==> src/rtl/tios_defs.svh <==
`ifndef TIOS_DEFS_SVH
`define TIOS_DEFS_SVH
// register byte offsets on the bus
`define TIOS_OFF_SEL1 12'h000
`define TIOS_OFF_SEL2 12'h004
`define TIOS_OFF_GRA1 12'h008
`define TIOS_OFF_GRA2 12'h00c
`define TIOS_OFF_STAT 12'h010
// select field positions
`define TIOS_SEL_TOP  3
`define TIOS_SEL_LVL  2
// reset values
`define TIOS_SEL_RST  8'h00
`define TIOS_GRA_RST  16'hffff
`define TIOS_RD_RST   32'h0000_0000
`endif

==> src/rtl/tios_pkg.sv <==
`default_nettype none
package tios_pkg;
	// action of the pin at compare match, the two low select bits
	typedef enum logic [1:0] {
		TIOS_ACT_OFF  = 2'b00,
		TIOS_ACT_LOW  = 2'b01,
		TIOS_ACT_HIGH = 2'b10,
		TIOS_ACT_TOG  = 2'b11
	} tios_act_t;
	typedef struct packed {
		logic [7:0]  sel1;
		logic [7:0]  sel2;
		logic [15:0] gra1;
		logic [15:0] gra2;
		logic        selwr1;
		logic        selwr2;
		logic [31:0] prdata;
	} tios_top_st_t;
	typedef struct packed {
		logic pin;
		logic prev;
		logic primed;
	} tios_chan_st_t;
	typedef struct packed {
		logic eq_prev;
	} tios_cmp_st_t;
endpackage
`default_nettype wire

==> src/rtl/tios_chan_if.sv <==
`timescale 1ns/1ps
`default_nettype none
interface tios_chan_if;
	logic [3:0]  sel;
	logic        sel_wr;
	logic [15:0] cnt;
	logic [15:0] gra;
	logic        match;
	logic        pin_i;
	logic        ch0_evt;
	logic        capture;
	logic        pin_o;
	logic        pin_oe_n;
	modport core (output sel, sel_wr, cnt, gra, pin_i, ch0_evt, input match, capture, pin_o, pin_oe_n);
	modport unit (input sel, sel_wr, match, pin_i, ch0_evt, output capture, pin_o, pin_oe_n);
	modport cmpr (input cnt, gra, output match);
endinterface
`default_nettype wire

==> src/rtl/tios_cmp.sv <==
`timescale 1ns/1ps
`default_nettype none
module tios_cmp
	import tios_pkg::*;
(
	input wire logic clk,
	input wire logic rst,
	input wire logic ce,
	tios_chan_if.cmpr bus
);
	tios_cmp_st_t st;
	tios_cmp_st_t next_st;
	logic         eq;

	// one pulse per match: a prescaled counter may sit on the value for many cycles
	assign eq        = (bus.cnt == bus.gra);
	assign bus.match = eq & ~st.eq_prev;

	always_comb begin
		next_st         = st;
		next_st.eq_prev = eq;
	end

	always_ff @(posedge clk or posedge rst) begin
		if (rst) begin
			st <= '0;
		end else if (ce) begin
			st <= next_st;
		end
	end
endmodule
`default_nettype wire

==> src/rtl/tios_chan.sv <==
`timescale 1ns/1ps
`default_nettype none
`include "tios_defs.svh"
module tios_chan
	import tios_pkg::*;
#(
	parameter bit IS_CHAN1 = 1'b0
) (
	input wire logic clk,
	input wire logic rst,
	input wire logic ce,
	tios_chan_if.unit bus
);
	tios_chan_st_t st;
	tios_chan_st_t next_st;
	tios_act_t     act;
	logic          out_mode;
	logic          rise;
	logic          fall;

	assign act      = tios_act_t'(bus.sel[1:0]);
	assign out_mode = ~bus.sel[`TIOS_SEL_TOP];
	// output buffer on only in compare mode with an action selected
	assign bus.pin_oe_n = ~(out_mode && act != TIOS_ACT_OFF);
	assign bus.pin_o    = st.pin;

	// edges are only trusted once a previous sample exists
	assign rise = st.primed & bus.pin_i & ~st.prev;
	assign fall = st.primed & ~bus.pin_i & st.prev;

	always_comb begin
		bus.capture = 1'b0;
		if (bus.sel[`TIOS_SEL_TOP]) begin
			if (IS_CHAN1 && bus.sel[`TIOS_SEL_LVL]) begin
				bus.capture = bus.ch0_evt;
			end else if (bus.sel[1]) begin
				bus.capture = rise | fall;
			end else if (bus.sel[0]) begin
				bus.capture = fall;
			end else begin
				bus.capture = rise;
			end
		end
	end

	// pin level: a new select value loads the initial level, matches then act on it
	always_comb begin
		next_st        = st;
		next_st.prev   = bus.pin_i;
		next_st.primed = 1'b1;
		if (bus.sel_wr && out_mode) begin
			next_st.pin = bus.sel[`TIOS_SEL_LVL];
		end else if (bus.match && out_mode) begin
			unique case (act)
				TIOS_ACT_OFF:  next_st.pin = st.pin;
				TIOS_ACT_LOW:  next_st.pin = 1'b0;
				TIOS_ACT_HIGH: next_st.pin = 1'b1;
				TIOS_ACT_TOG:  next_st.pin = ~st.pin;
			endcase
		end
	end

	always_ff @(posedge clk or posedge rst) begin
		if (rst) begin
			st <= '0;
		end else if (ce) begin
			st <= next_st;
		end
	end
endmodule
`default_nettype wire

==> src/rtl/tios_top.sv <==
// Summary of operation
// - code 0x01 starts at bit2, match drives low
// - code 0x10 starts at bit2, match drives high
// - code 0x11 starts at bit2, match toggles pin
// - capture 1x00 captures on pin rising edge
// - capture 1x01 captures on pin falling edge
// - capture 1x1x captures on both pin edges
// - channel 1 codes 10xx use its pin
// - channel 1 codes 11xx use channel 0 event
// - channel 2 capture always uses its pin
//
// Design decisions made here: the address map and the APB slave port.
`timescale 1ns/1ps
`default_nettype none
`include "tios_defs.svh"
module tios_top
	import tios_pkg::*;
(
	input  wire logic        CLK,
	input  wire logic        RST,
	input  wire logic        CE,
	input  wire logic        PSEL,
	input  wire logic        PENABLE,
	input  wire logic        PWRITE,
	input  wire logic [11:0] PADDR,
	input  wire logic [31:0] PWDATA,
	input  wire logic [3:0]  PSTRB,
	output logic      [31:0] PRDATA,
	output logic             PREADY,
	output logic             PSLVERR,
	input  wire logic [15:0] CNT1,
	input  wire logic [15:0] CNT2,
	input  wire logic        CH0_EVENT,
	input  wire logic        CH1_PIN_I,
	output logic             CH1_PIN_O,
	output logic             CH1_PIN_OE_N,
	input  wire logic        CH2_PIN_I,
	output logic             CH2_PIN_O,
	output logic             CH2_PIN_OE_N
);
	tios_top_st_t st;
	tios_top_st_t next_st;
	logic         wr;
	logic         hit;
	tios_chan_if  c1 ();
	tios_chan_if  c2 ();

	// channel 1 carries the cascade input, channel 2 has none
	assign c1.sel     = st.sel1[3:0];
	assign c1.sel_wr  = st.selwr1;
	assign c1.cnt     = CNT1;
	assign c1.gra     = st.gra1;
	assign c1.pin_i   = CH1_PIN_I;
	assign c1.ch0_evt = CH0_EVENT;
	assign c2.sel     = st.sel2[3:0];
	assign c2.sel_wr  = st.selwr2;
	assign c2.cnt     = CNT2;
	assign c2.gra     = st.gra2;
	assign c2.pin_i   = CH2_PIN_I;
	assign c2.ch0_evt = 1'b0;

	tios_cmp u_cmp1 (
		.clk (CLK),
		.rst (RST),
		.ce  (CE),
		.bus (c1.cmpr)
	);
	tios_cmp u_cmp2 (
		.clk (CLK),
		.rst (RST),
		.ce  (CE),
		.bus (c2.cmpr)
	);
	tios_chan #(.IS_CHAN1(1'b1)) u_ch1 (
		.clk (CLK),
		.rst (RST),
		.ce  (CE),
		.bus (c1.unit)
	);
	tios_chan #(.IS_CHAN1(1'b0)) u_ch2 (
		.clk (CLK),
		.rst (RST),
		.ce  (CE),
		.bus (c2.unit)
	);

	assign CH1_PIN_O    = c1.pin_o;
	assign CH1_PIN_OE_N = c1.pin_oe_n;
	assign CH2_PIN_O    = c2.pin_o;
	assign CH2_PIN_OE_N = c2.pin_oe_n;

	// bus answers: no wait states, but a frozen block holds the transfer
	assign hit = (PADDR == `TIOS_OFF_SEL1) || (PADDR == `TIOS_OFF_SEL2) || (PADDR == `TIOS_OFF_GRA1)
		|| (PADDR == `TIOS_OFF_GRA2) || (PADDR == `TIOS_OFF_STAT);
	assign wr      = PSEL & PENABLE & PWRITE & CE;
	assign PREADY  = CE;
	assign PSLVERR = PSEL & PENABLE & ~hit;
	assign PRDATA  = st.prdata;

	// registers, write effects, captures and read data staging
	always_comb begin
		logic [31:0] rd;
		rd             = `TIOS_RD_RST;
		next_st        = st;
		next_st.selwr1 = 1'b0;
		next_st.selwr2 = 1'b0;
		unique case (PADDR)
			`TIOS_OFF_SEL1: rd = {24'h00_0000, st.sel1};
			`TIOS_OFF_SEL2: rd = {24'h00_0000, st.sel2};
			`TIOS_OFF_GRA1: rd = {16'h0000, st.gra1};
			`TIOS_OFF_GRA2: rd = {16'h0000, st.gra2};
			`TIOS_OFF_STAT: rd = {28'h000_0000, ~CH2_PIN_OE_N, CH2_PIN_O, ~CH1_PIN_OE_N, CH1_PIN_O};
			default:        rd = `TIOS_RD_RST;
		endcase
		// read data is staged in the setup cycle so it leaves a flop
		if (PSEL && !PENABLE) begin
			next_st.prdata = rd;
		end
		if (wr && PSTRB[0] && PADDR == `TIOS_OFF_SEL1) begin
			next_st.sel1   = PWDATA[7:0];
			next_st.selwr1 = 1'b1;
		end
		if (wr && PSTRB[0] && PADDR == `TIOS_OFF_SEL2) begin
			next_st.sel2   = PWDATA[7:0];
			next_st.selwr2 = 1'b1;
		end
		if (wr && PADDR == `TIOS_OFF_GRA1) begin
			if (PSTRB[0]) next_st.gra1[7:0] = PWDATA[7:0];
			if (PSTRB[1]) next_st.gra1[15:8] = PWDATA[15:8];
		end
		if (wr && PADDR == `TIOS_OFF_GRA2) begin
			if (PSTRB[0]) next_st.gra2[7:0] = PWDATA[7:0];
			if (PSTRB[1]) next_st.gra2[15:8] = PWDATA[15:8];
		end
		// a capture beats a software write in the same cycle
		if (c1.capture) begin
			next_st.gra1 = CNT1;
		end
		if (c2.capture) begin
			next_st.gra2 = CNT2;
		end
	end

	always_ff @(posedge CLK or posedge RST) begin
		if (RST) begin
			st.sel1   <= `TIOS_SEL_RST;
			st.sel2   <= `TIOS_SEL_RST;
			st.gra1   <= `TIOS_GRA_RST;
			st.gra2   <= `TIOS_GRA_RST;
			st.selwr1 <= 1'b0;
			st.selwr2 <= 1'b0;
			st.prdata <= `TIOS_RD_RST;
		end else if (CE) begin
			st <= next_st;
		end
	end
endmodule
`default_nettype wire

==> config.mk <==
export PLATFORM = sky130hd
export DESIGN_NAME = tios_top
export DESIGN_NICKNAME = d
export VERILOG_FILES = /design/src/rtl/tios_pkg.sv /design/src/rtl/tios_chan_if.sv /design/src/rtl/tios_cmp.sv /design/src/rtl/tios_chan.sv /design/src/rtl/tios_top.sv
export VERILOG_INCLUDE_DIRS = /design/src /design/src/rtl
export SDC_FILE = /design/constraint.sdc
export NUM_CORES = 1
export LEC_CHECK = 0
export BUFFER_PORTS_ARGS = -buffer_cell sky130_fd_sc_hd__clkbuf_2
export CORE_MARGIN = 8
export CORE_UTILIZATION = 30
export DETAILED_ROUTE_END_ITERATION = 8
export PLACE_DENSITY = 0.61
export SKIP_LAST_GASP = 1
export SLEW_MARGIN = 20
export SYNTH_ARGS = -nofsm -noshare
export SYNTH_HDL_FRONTEND = slang
export SYNTH_SLANG_ARGS = --single-unit
==> constraint.sdc <==
create_clock -name CLK -period 1.83 [get_ports CLK]
set_input_delay 0.0915 -clock CLK [delete_from_list [all_inputs] [get_ports CLK]]
set_output_delay 0.0915 -clock CLK [all_outputs]
set_load 0.02 [all_outputs]
### After elaboration in Yosys (flattened, before gate mapping)

Index checks and enable logic that the tools add are counted.

* flip-flop bits (word level): 89
* word-level logic and storage cells: 120
* output and inout port bits: 38
* input port bits: 89

* reductions and logical operators: 39
* eq/ne operators: 14
* bitwise gates (word level): 29
* muxes and demuxes: 22

Operators by type and width (count)
* one-hot mux 16 bit (5 select lines): 1
* 2-to-1 mux 16 bit: 4
* == test 16 bit: 2
* == test 12 x 4 -> 1 bit, second input constant: 2
* nonzero test 2 bit: 10
* AND reduction 3 bit: 6
* 2-to-1 mux 8 bit: 2
* bitwise AND 1 bit: 14
* 2-to-1 mux 1 bit: 13
* NOT 1 bit: 13
* == test 12 x 3 -> 1 bit, second input constant: 1
* == test 12 x 5 -> 1 bit, second input constant: 1
* logical AND 1 bit: 12
* zero test 12 bit: 1
* == test 2 bit, second input constant: 4
* one-hot mux 1 bit (3 select lines): 2
* AND reduction 2 bit: 3
* == test 2 x 1 -> 1 bit, second input constant: 2
* zero test 2 bit: 2
* logical OR 1 bit: 4
* != test 2 x 1 -> 1 bit, second input constant: 2
* bitwise OR 1 bit: 2
* zero test 1 bit: 1

### Logic depth before layout (Yosys ltp)

Gate-level depths: netlist (run 1).

* word-level depth: 9
* mapped depth: 8
* depth with buffers taken out: 5

### By module

From an unflattened synthesis (run 1), not the netlist that was laid out.

* cell total of the unflattened synthesis: 384
* area, all modules: 4500.6 µm²

By module, submodules not included
* tios_top: seq. area each 1691.6 µm², cells each 294, area an instance 3631.0 µm², instances 1
* tios_cmp: seq. area each 25.0 µm², cells each 25, area an instance 224.0 µm², instances 2
* tios_chan at u_ch1: seq. area each 75.1 µm², cells each 20, area an instance 215.2 µm², instances 1
* tios_chan at u_ch2: seq. area each 75.1 µm², cells each 20, area an instance 206.4 µm², instances 1

### Least setup slack after synthesis (run 1)

No wires, ideal clock.

* path kind: register -> register
* start: register st, in the netlist c2.gra[4]
* end: register u_ch2.st, in the netlist u_ch2.bus.pin_o
* cell stages (with the launch flop): 6
* setup slack: -0.036 ns
* clock period less this slack: 1.866 ns
* path buffers: 0
* data required time: 1.702 ns
* library setup time: 0.128 ns
* arrival: 1.738 ns
* cells stage by stage: dfstp_2 > xor2_1 > a2111o_1 > a2111oi_4 > a41oi_1 > mux2_1

* word-level cells in the longest chain between the ends: 5

Ends and longest elaborated chain
* start, declared: RTL line tios_top.sv:41 `tios_top_st_t st;`
* start signal, assigned: RTL line tios_top.sv:154 `st <= next_st;`
* == test 16 bit: RTL line tios_cmp.sv:16 `assign eq = (bus.cnt == bus.gra);`
* bitwise AND 1 bit: RTL line tios_cmp.sv:17 `assign bus.match = eq & ~st.eq_prev;`
* logical AND 1 bit: RTL line tios_chan.sv:53 `end else if (bus.match && out_mode) begin`
* nonzero test 2 bit (no line)
* AND reduction 3 bit (no line)
* end signal, assigned: RTL line tios_chan.sv:67 `st <= next_st;`
* end, declared: RTL line tios_chan.sv:14 `tios_chan_st_t st;`

Every way passes these cells.
A chain may end at the register's enable or synchronous reset.

### Worst setup path after layout (run 1)

* start: register st, in the netlist c1.gra[12]
* end: register u_ch1.st, in the netlist u_ch1.bus.pin_o

* word-level cells in the longest chain between the ends: 5

Ends and longest elaborated chain (RTL line)
* == test 16 bit: tios_cmp.sv:16
* bitwise AND 1 bit: tios_cmp.sv:17
* logical AND 1 bit: tios_chan.sv:53
* nonzero test 2 bit (no line)
* AND reduction 3 bit (no line)
* end signal, assigned: tios_chan.sv:67
* end, declared: tios_chan.sv:14

Every way passes these cells.

==> results.tsv, run 1 <==
stage	metric	value	unit
outcome	status	complete, but fails checks	
outcome	failing checks	setup timing	
yosys	number of synthesized flops with an enable pin	0	
power_and_ir_drop	Final Power	0.00398	W
sta	Final period util	103	%
die	Initial Utilization	30.7	%
yosys	Yosys reg bits	73	
min_path	Hold Path Class	input pin to flip-flop	
min_path	Hold EP	c1.gra[6]	
die	core area	14500	um2
critical_path	critical-path cell list	xnor2_1, nand4_1, a2111oi_4, buf_4, a31oi_1, mux2_2	
global_route	global route hottest layer	met2	
yosys	Synth cell types	57	
critical_path	Reg-to-Reg End	u_ch1.bus.pin_o	
critical_path	Critical Path AT	2.11	ns
yosys	post-synthesis sequential area ratio	42.0	%
routing	routed len/inst	19.9	um
power_and_ir_drop	pwr dens	713	nW/um2
cells_and_area	Layout Cells excl Fill	735	
global_route	antenna violations before repair	0	
critical_path	kind of critical path	flip-flop to flip-flop	
sta	Fin Hold WS	0.00782	ns
cells_and_area	area growth from synthesis to layout	25.7	%
min_path	hold path cells	3	
critical_path	WP data required	2.05	ns
clock_tree	clock sink count	73	
placement	routability cong.	0.885	
yosys	largest family of logic cells by synthesized area	compound AO/OA/AOI/OAI gates	
sta	fin. max-slew vios	0	
sta	Tmin final	1.89	ns
cells_and_area	highest-count cells in the layout ignoring fill and taps	clkbuf_2 (92), dfrtp_1 (41), buf_4 (36)	
critical_path	crit path max fanout	2	
routing	antenna-violating nets left	0	
global_route	pin count of the biggest net entering global routing	57	
die	DIE AREA	19000	um2
yosys	Post-Synthesis Cells	435	
run	Max Cap Viol	0	
sta	final setup margin	-0.0557	ns
power_and_ir_drop	Leakage	2.54	nW
clock_tree	Clk Latency, worst-skew pair	0.35	ns
yosys	leading area contributor after synthesis	dfrtp_1	
critical_path	CP bufs+invs	1	
critical_path	Critical Path Start Type	flip-flop	
yosys	FFs w/ async S/R, synth	100	%
clock_tree	CTS H-tree depth	3	
yosys	Post-Synth Simple-Gate Area	16.2	%
die	io pins	127	
critical_path	critical path endpoint category	flip-flop	
sta	Rel. slew slack	67.1	%
yosys	post-synthesis cell area	4440	um2
cells_and_area	leading cell type in the layout, fill and taps excluded	clkbuf_2	
global_route	GRT Overall Usage	16.0	%
yosys	Synthesis Warnings	0	
yosys	post-synthesis compound-gate area fraction	16.5	%
min_path	hold path start	CNT1[6]	
die	site row count	44	
critical_path	reg-to-reg slack, setup	-0.06	ns
sta	RSZ-0062 raised after global routing	yes	
power_and_ir_drop	VDD IR-drop max	0.398	mV
routing	drt via density	5.07	
routing	DRT Pass-1 Iters	5	
critical_path	worst reg2reg path startpoint	c1.gra[12]	
critical_path	slowest CP cell	dfstp_2	
die	die width	138	um
cells_and_area	fill count	1458	
yosys	share of Yosys cell area claimed by the top area cell type	23.1	%
placement	number of I/O port buffers	92	
sta	final setup fails	2	
global_route	Remaining Overflow, GRT	0	
sta	Fmax	530	MHz
global_route	met3 Use GR	5.03	%
routing	drt total wl	14600	um
placement	HPWL Detailed	11600	um
critical_path	Top delay family on crit path	flip-flops	
critical_path	R2R depth	6	
clock_tree	TritonCTS Buffers	9	
yosys	Mapped Avg Cell Area	10.2	um2
routing	vias post-DR	3727	
global_route	first-pass GRT wire length	22600	um
clock_tree	clock-pin slew on the worst setup and hold paths	0.06	ns
clock_tree	CTS tree	yes	
global_route	vias in the first global route	3997	
global_route	Global Route met2 Usage	25.7	%
cells_and_area	diodes inserted	0	
global_route	met1 track demand over resource	20.0	%
clock_tree	Clock Tree Root	clkbuf_16	
sta	final hold viol count	0	
critical_path	max incr delay on CP	0.54	ns
cells_and_area	share of layout cells above drive strength 1	40.5	%
routing	DRC viols	0	
cells_and_area	NumNets Final	635	
placement	Post-Place Cells	711	
clock_tree	CTS Buffer Depth	2	
yosys	XOR/XNOR Fraction of Synth Area	5.91	%
yosys	ys flop type	dfrtp_1	
die	die height	138	um
yosys	area share of fa/ha/maj cells after synthesis	0	%
sta	Tightest Pin Transition	0.490	ns
routing	initial DRC count	239	
yosys	post-synthesis mux area share	10.9	%
yosys	Area contributors post-synth	dfrtp_1 (23%), dfstp_2 (19%), mux2_2 (6.6%), buf_4 (6.1%), xnor2_1 (4.7%)	
sta	clk_skew	0.0113	ns
==> logic make-up (layout without fill, tap and decap cells) <==
kind of cell	after synthesis	count (layout)
AOI/OAI and AO/OA	89	89
buffers and inverters	61	162
other	1	16
DFF	73	73
and+or+nand+nor	136	136
xor gates and xnor gates	30	30
muxes	45	45
==> area by class of cell <==
type	instances	area [um2]	area share (%)
Tap cell	184	230	4.12
Multi-Input combinational cell	316	2300	41.3
Sequential cell	73	1870	33.4
Inverter	10	41.3	0.740
Clock buffer	11	243	4.35
Timing Repair Buffer	136	842	15.1
Clock inverter	5	55.1	0.986
==> power by group <==
part | internal, W | switching, W | total (W)
logic | 0.000186 | 0.000317 | 0.000503
clock network | 0.00109 | 0.000704 | 0.00179
registers | 0.00166 | 0.0000250 | 0.00168
total | 0.00293 | 0.00105 | 0.00398
==> Yosys cell counts (all sizes together) (3+ instances only) <==
cell type	number
xnor2	24
nor2	34
nand3	8
nand2	33
mux2	27
a2bb2oi	16
and2	4
nand2b	19
xor2	6
clkbuf	7
buf	44
o21ai	7
mux2i	18
a221oi	8
nor4	3
a21oi	7
dfstp	32
and3	8
nand4	6
a22oi	8
nor3	8
nor2b	5
a31oi	10
a221o	12
inv	9
and4	4
dfrtp	41
==> worst register-to-register path, cell delays in order, from the launching register on <==
cell       delay, ns
dfstp_2         0.54
xnor2_1         0.14
nand4_1         0.17
a2111oi_4       0.36
buf_4           0.18
a31oi_1         0.09
mux2_2          0.29
==> stage by stage <==
step	worst slack [ns]	TNS [ns]	util, %	cell area [um2]
final	-0.0557	-0.0982	38.6	5580
after global routing	-0.108	-0.233	38.6	5580
after CTS	-0.0431	-0.0860	38.3	5540
after detailed placement	-0.163	-0.204	35.7	5160
after global placement	-0.0532	-0.0890	35.7	5160
after floorplan	0.0717	0	-	4500
==> worst max path at each step <==
| stage | from | to | depth (start not counted) |
|---|---|---|---|
| floorplan | c2.gra[5] | u_ch2.bus.pin_o | 5 |
| global placement | c1.gra[12] | u_ch1.bus.pin_o | 6 |
| detailed placement | c1.gra[12] | u_ch1.bus.pin_o | 6 |
| CTS | c1.gra[8] | u_ch1.bus.pin_o | 6 |
| global route | c2.gra[10] | u_ch2.bus.pin_o | 5 |
| finish | c1.gra[12] | u_ch1.bus.pin_o | 6 |
==> sequential cells by signal, summed over array words and instances (netlist names) <==
signal,count
PRDATA,16
c1.gra,16
c2.gra,16
st,8
c1.sel,4
c2.sel,4
u_ch1.st,2
c1.sel_wr,1
c2.sel_wr,1
u_ch1.bus.pin_o,1
u_ch2.bus.pin_o,1
u_ch2.st,1
u_cmp1.st,1
u_cmp2.st,1
==> timing repair <==
action	4_1_cts	5_1_grt
endpoints found under the setup margin	2	9
hold buffers	4	0
pin swaps	3	3
cloned	0	0
gates resized for setup	5	4
setup buffers	2	2
endpoints found under the hold margin	9	0
==> routing by layer <==
metal	share of wire, %	vias to the layer above	wire length (um)
met2	47	130	6930
met3	7.8	20	1140
met4	2.0	0	289
met1	43	1824	6250
met5	0	-	0
li1	-	1753	-
(Power assumes the default switching activity.)
==> run 2: changes to the inputs <==
- CAP_MARGIN: unset -> 20
- MAX_ROUTING_LAYER: unset -> met4
==> results.tsv, run 2 (synthesis gave the netlist of run 1 again) <==
stage	metric	value	unit	change
sta	clk_skew	0.0106	ns	was 0.0113 ns
die	core area	14500	um2	unchanged
die	DIE AREA	19000	um2	unchanged
sta	Fmax	535	MHz	was 530 MHz
critical_path	crit path max fanout	2		unchanged
die	site row count	44		unchanged
outcome	status	complete, but fails checks		unchanged
global_route	pin count of the biggest net entering global routing	29		was 57
power_and_ir_drop	Final Power	0.00427	W	was 0.00398 W
sta	Tmin final	1.87	ns	was 1.89 ns
sta	final setup margin	-0.0404	ns	was -0.0557 ns
power_and_ir_drop	pwr dens	753	nW/um2	was 713 nW/um2
routing	drt total wl	14700	um	was 14600 um
placement	dpl cell area	5180	um2	was 5160 um2
routing	routed len/inst	19.9	um	about the same
cells_and_area	area growth from synthesis to layout	27.7	%	was 25.7%
sta	Tightest Pin Transition	0.601	ns	was 0.490 ns
sta	Rel. slew slack	59.9	%	was 67.1%
routing	drt via density	5.14		was 5.07
cells_and_area	final instance area	5670	um2	was 5580 um2
clock_tree	Clk Latency, worst-skew pair	0.35	ns	about the same
routing	DRC viols	0		unchanged
sta	final hold viol count	0		unchanged
cells_and_area	NumNets Final	639		was 635
critical_path	Critical Path AT	2.10	ns	was 2.11 ns
sta	RSZ-0062 raised after global routing	yes		unchanged
die	Initial Utilization	30.7	%	unchanged
placement	routability cong.	0.908		was 0.885
critical_path	critical-path cell list	xor2_1, a2111o_1, a2111oi_4, a41oi_2, mux2_1		was xnor2_1, nand4_1, a2111oi_4, buf_4, a31oi_1, mux2_2
critical_path	critical path endpoint category	flip-flop		unchanged
clock_tree	CTS tree	yes		unchanged
global_route	Remaining Overflow, GRT	0		unchanged
sta	Final period util	102	%	was 103%
clock_tree	clock sink count	73		unchanged
global_route	first-pass GRT wire length	22300	um	was 22600 um
run	Max Cap Viol	0		unchanged
clock_tree	CTS Buffer Depth	2		unchanged
critical_path	slowest CP cell	dfstp_2		unchanged
power_and_ir_drop	VDD IR-drop max	0.437	mV	was 0.398 mV
sta	Fin Hold WS	0.0142	ns	was 0.00782 ns
sta	final setup fails	2		unchanged
cells_and_area	diodes inserted	0		unchanged
clock_tree	clock-pin slew on the worst setup and hold paths	0.06	ns	about the same
placement	number of I/O port buffers	92		unchanged
routing	antenna-violating nets left	0		unchanged
critical_path	reg-to-reg slack, setup	-0.04	ns	was -0.06 ns
outcome	failing checks	setup timing		unchanged
clock_tree	Clock Tree Root	clkbuf_16		unchanged
cells_and_area	highest-count cells in the layout ignoring fill and taps	clkbuf_2 (92), dfrtp_1 (41), buf_4 (38)		was clkbuf_2 (92), dfrtp_1 (41), buf_4 (36)
sta	fin. max-slew vios	0		unchanged
critical_path	max incr delay on CP	0.53	ns	was 0.54 ns
min_path	Hold Path Class	input pin to flip-flop		unchanged
die	die height	138	um	unchanged
critical_path	kind of critical path	flip-flop to flip-flop		unchanged
routing	DRT Pass-1 Iters	6		was 5
routing	vias post-DR	3798		was 3727
cells_and_area	leading cell type in the layout, fill and taps excluded	clkbuf_2		unchanged
placement	Placement Setup Slack	-0.0533	ns	was -0.163 ns
global_route	GRT Overall Usage	16.3	%	was 16.0%
placement	HPWL Detailed	11700	um	was 11600 um
die	io pins	127		unchanged
clock_tree	TritonCTS Buffers	9		unchanged
critical_path	WP data required	2.06	ns	was 2.05 ns
routing	initial DRC count	289		was 239
clock_tree	CTS H-tree depth	3		unchanged
critical_path	Critical Path Start Type	flip-flop		unchanged
global_route	vias in the first global route	3923		was 3997
die	die width	138	um	unchanged
power_and_ir_drop	Leakage	2.58	nW	was 2.54 nW
cells_and_area	fill count	1458		unchanged
global_route	antenna violations before repair	0		unchanged
cells_and_area	share of layout cells above drive strength 1	40.5	%	about the same
## run 2: cell count changes in the layout (fill, tap and decap cells not counted), sizes merged
cell and change:
buf +1, bufinv +2, clkinv -1, clkinvlp -1, dlygate4sd3 +3
## run 2: report_power, final
| group | switching [W] | internal [W] | leakage (nW) |
|---|---|---|---|
| Sequential | 0.0000248 | 0.00166 | 0.873 |
| Combinational | 0.000320 | 0.000193 | 1.55 |
| Clock | 0.000707 | 0.00137 | 0.166 |
| Total | 0.00105 | 0.00322 | 2.58 |
## run 2: final timing paths
path / from / end / cells past startpoint
max: c2.gra[10] / u_ch2.bus.pin_o / 5
min in group asynchronous: RST / c1.sel[2] / 3
max reg2reg: c2.gra[10] / u_ch2.bus.pin_o / 5
min: CNT1[0] / c1.gra[0] / 3
min reg2reg: PRDATA[1] / PRDATA[1] / 2
max in group asynchronous: RST / c2.gra[9] / 4
## run 2: timing repair
item | CTS | global route
gates resized for setup | 3 | 6
hold endpoints to repair | 23 | 0
setup buffers | 3 | 0
endpoints found under the setup margin | 2 | 23
hold buffers | 7 | 0
pin swaps | 2 | 5
## run 2: final cells by class
cell class / count / area (um2) / share of cell area, %
Clock buffer: 11 / 243 / 4.28
Clock inverter: 5 / 103 / 1.81
Inverter: 10 / 41.3 / 0.728
Multi-Input combinational cell: 316 / 2310 / 40.8
Sequential cell: 73 / 1870 / 32.9
Tap cell: 184 / 230 / 4.06
Timing Repair Buffer: 140 / 876 / 15.4
## run 2: critical path, delay by kind of cell, from the launching register on
kind,cells,cell delay [ns]
compound gates,3,0.81
flops,1,0.53
mux,1,0.33
xor+xnor,1,0.08
## run 2: per-layer routing
metal	track usage, %	vias up	wire length [um]
li1	-	1767	-
met1	20.5	1840	6400
met2	24.8	163	6730
met3	3.72	28	1150
met4	6.93	0	424
met5	-	-	0
## run 2: through the flow
step	TNS [ns]	util [%]	instances
CTS	-0.0628	38.9	739
global placement	-0.0469	35.8	713
detailed placement	-0.0749	35.8	713
finish	-0.0745	39.2	739
global route	-0.184	39.2	739
floorplan	0	-	450
==> run 3: changes to the inputs <==
- CORE_UTILIZATION: 30 -> 45
- PLACE_DENSITY: 0.61 -> 0.81
==> results.tsv, run 3 (synthesis gave the netlist of run 1 again) <==
stage	metric	value	unit	change
sta	final setup margin	-0.0627	ns	was -0.0404 ns
power_and_ir_drop	Int Pwr	0.00252	W	was 0.00322 W
power_and_ir_drop	VDD IR-drop max	0.487	mV	was 0.437 mV
sta	clk_skew	0.0117	ns	was 0.0106 ns
sta	RSZ-0062 raised after global routing	yes		unchanged
sta	Tmin final	1.89	ns	was 1.87 ns
sta	final hold viol count	0		unchanged
routing	vias post-DR	3882		was 3798
clock_tree	CTS H-tree depth	3		unchanged
cells_and_area	highest-count cells in the layout ignoring fill and taps	clkbuf_2 (92), dfrtp_1 (41), buf_4 (36)		was clkbuf_2 (92), dfrtp_1 (41), buf_4 (38)
placement	HPWL Detailed	10700	um	was 11700 um
cells_and_area	area growth from synthesis to layout	24.0	%	was 27.7%
cells_and_area	area occupied by registers	1870	um2	unchanged
global_route	pin count of the biggest net entering global routing	42		was 29
global_route	GRT Overall Usage	21.4	%	was 16.3%
die	DIE AREA	13300	um2	was 19000 um2
sta	fin. max-slew vios	0		unchanged
clock_tree	Clk Latency, worst-skew pair	0.36	ns	was 0.35 ns
global_route	Global Route met2 Usage	35.2	%	was 24.8%
die	io pins	127		unchanged
die	core area	9680	um2	was 14500 um2
outcome	failing checks	setup timing		unchanged
power_and_ir_drop	Leakage	2.54	nW	was 2.58 nW
placement	routability cong.	0.952		was 0.908
clock_tree	clock sink count	73		unchanged
clock_tree	clock-pin slew on the worst setup and hold paths	0.08	ns	was 0.06 ns
clock_tree	CTS tree	yes		unchanged
die	die width	115	um	was 138 um
critical_path	Critical Path Start Type	flip-flop		unchanged
clock_tree	CTS Buffer Depth	2		unchanged
global_route	vias in the first global route	4096		was 3923
cells_and_area	multi-input logic area	2340	um2	was 2310 um2
routing	drt total wl	13700	um	was 14700 um
die	Initial Utilization	45.9	%	was 30.7%
power_and_ir_drop	combinational power share	14.8	%	was 12.0%
routing	drt via density	5.63		was 5.14
sta	final setup fails	2		unchanged
global_route	met3 Use GR	5.09	%	was 3.72%
routing	antenna-violating nets left	0		unchanged
die	die height	115	um	was 138 um
routing	DRC viols	0		unchanged
cells_and_area	leading cell type in the layout, fill and taps excluded	clkbuf_2		unchanged
power_and_ir_drop	Sw Share	27.6	%	was 24.6%
min_path	Hold Path Class	input pin to flip-flop		unchanged
cells_and_area	final instance area	5510	um2	was 5670 um2
routing	routed len/inst	19.8	um	was 19.9 um
sta	Final period util	103	%	was 102%
die	site row count	36		was 44
clock_tree	TritonCTS Buffers	9		unchanged
placement	number of I/O port buffers	92		unchanged
clock_tree	Clock Tree Root	clkbuf_8		was clkbuf_16
sta	Fmax	528	MHz	was 535 MHz
sta	TNS Setup	-0.0793	ns	was -0.0745 ns
critical_path	WP data required	2.07	ns	was 2.06 ns
run	Max Cap Viol	0		unchanged
cells_and_area	fill count	829		was 1458
critical_path	crit path max fanout	2		unchanged
power_and_ir_drop	pwr dens	631	nW/um2	was 753 nW/um2
routing	DRT Pass-1 Iters	4		was 6
global_route	antenna violations before repair	0		unchanged
power_and_ir_drop	Reg power frac	48.3	%	was 39.4%
cells_and_area	diodes inserted	0		unchanged
global_route	Remaining Overflow, GRT	0		unchanged
global_route	global route hottest layer	met2		unchanged
power_and_ir_drop	Clk pwr share	36.9	%	was 48.6%
critical_path	kind of critical path	flip-flop to flip-flop		unchanged
power_and_ir_drop	NetSw	0.000959	W	was 0.00105 W
global_route	met1 track demand over resource	24.4	%	was 20.5%
global_route	first-pass GRT wire length	21100	um	was 22300 um
outcome	status	complete, but fails checks		unchanged
cells_and_area	share of layout cells above drive strength 1	41.3	%	was 40.5%
cells_and_area	NumNets Final	641		was 639
placement	dpl cell area	5120	um2	was 5180 um2
critical_path	critical path endpoint category	flip-flop		unchanged
critical_path	Critical Path AT	2.14	ns	was 2.10 ns
routing	initial DRC count	226		was 289
run 3: changes by cell type in the layout (fill, tap and decap cells not counted), moves of 2 or more:
cell | before | now
clkbuf_8 | 1 | 10
xnor2_2 | 1 | 3
bufinv_16 | 3 | 1
xnor2_1 | 23 | 21
clkbuf_16 | 9 | 0
dlygate4sd3_1 | 7 | 11
buf_4 | 38 | 36
run 3: repair_timing:
| item | 4_1_cts | 5_1_grt |
|---|---|---|
| buffers inserted | 0 | 1 |
| pin swaps | 0 | 7 |
| endpoints found under the hold margin | 22 | 0 |
| hold buffers | 11 | 0 |
| endpoints found under the setup margin | 2 | 10 |
| gates resized for setup | 5 | 10 |
run 3: final cells by class:
type	count	area share, %
multi-input cells	316	42.4
flip-flops and latches	73	33.9
repair buffers	142	16.3
well taps	133	3.02
clock buffers	11	2.57
clock inverters	5	1.02
inverters	10	0.749
run 3: through the flow:
stage	std cells	hold WS, ns	setup WS, ns	power, W	util [%]
finish	690	0.00736	-0.0627	0.00348	56.9
global route	690	0.00800	-0.138	0.00360	56.9
CTS	689	0.000615	-0.0342	0.00349	56.3
detailed placement	662	0.0796	-0.0523	0.00220	52.8
global placement	662	0.0763	-0.0350	0.00218	52.8
floorplan	450	0.208	0.0717	0.00203	-
run 3: worst max-delay path: stages (launching register included):
cell and delay, ns:
dfstp_2 0.56, xor2_2 0.07, a2111o_1 0.39, a2111oi_4 0.26, a41oi_2 0.17, mux2_4 0.32
run 3: worst paths after layout:
| check | to | depth (start not counted) | start | slack [ns] |
|---|---|---|---|---|
| worst max-delay path | u_ch2.bus.pin_o | 5 | c2.gra[10] | -0.06 |
| worst min-delay path | u_ch2.st[1] | 2 | CH2_PIN_I | 0.007 |
| worst max register to register | u_ch2.bus.pin_o | 5 | c2.gra[10] | -0.06 |
| worst min register to register | c2.sel_wr | 1 | c2.sel_wr | 0.48 |
| max in group asynchronous | c1.gra[7] | 4 | RST | 0.94 |
| min in group asynchronous | c2.sel[0] | 3 | RST | 0.25 |
run 3: power groups by stage:
stage / combinational, W / sequential, W / clock [W]
global placement: 0.000477 / 0.00171 / 0
finish: 0.000516 / 0.00168 / 0.00128
detailed placement: 0.000488 / 0.00171 / 0
CTS: 0.000509 / 0.00168 / 0.00130
floorplan: 0.000331 / 0.00170 / 0
global route: 0.000557 / 0.00168 / 0.00136
run 3: routing by layer:
layer  vias up  wire length, um
met1      1876             5390
met3        34             1210
li1       1763                -
met4         0              363
met2       209             6720
met5         -                0
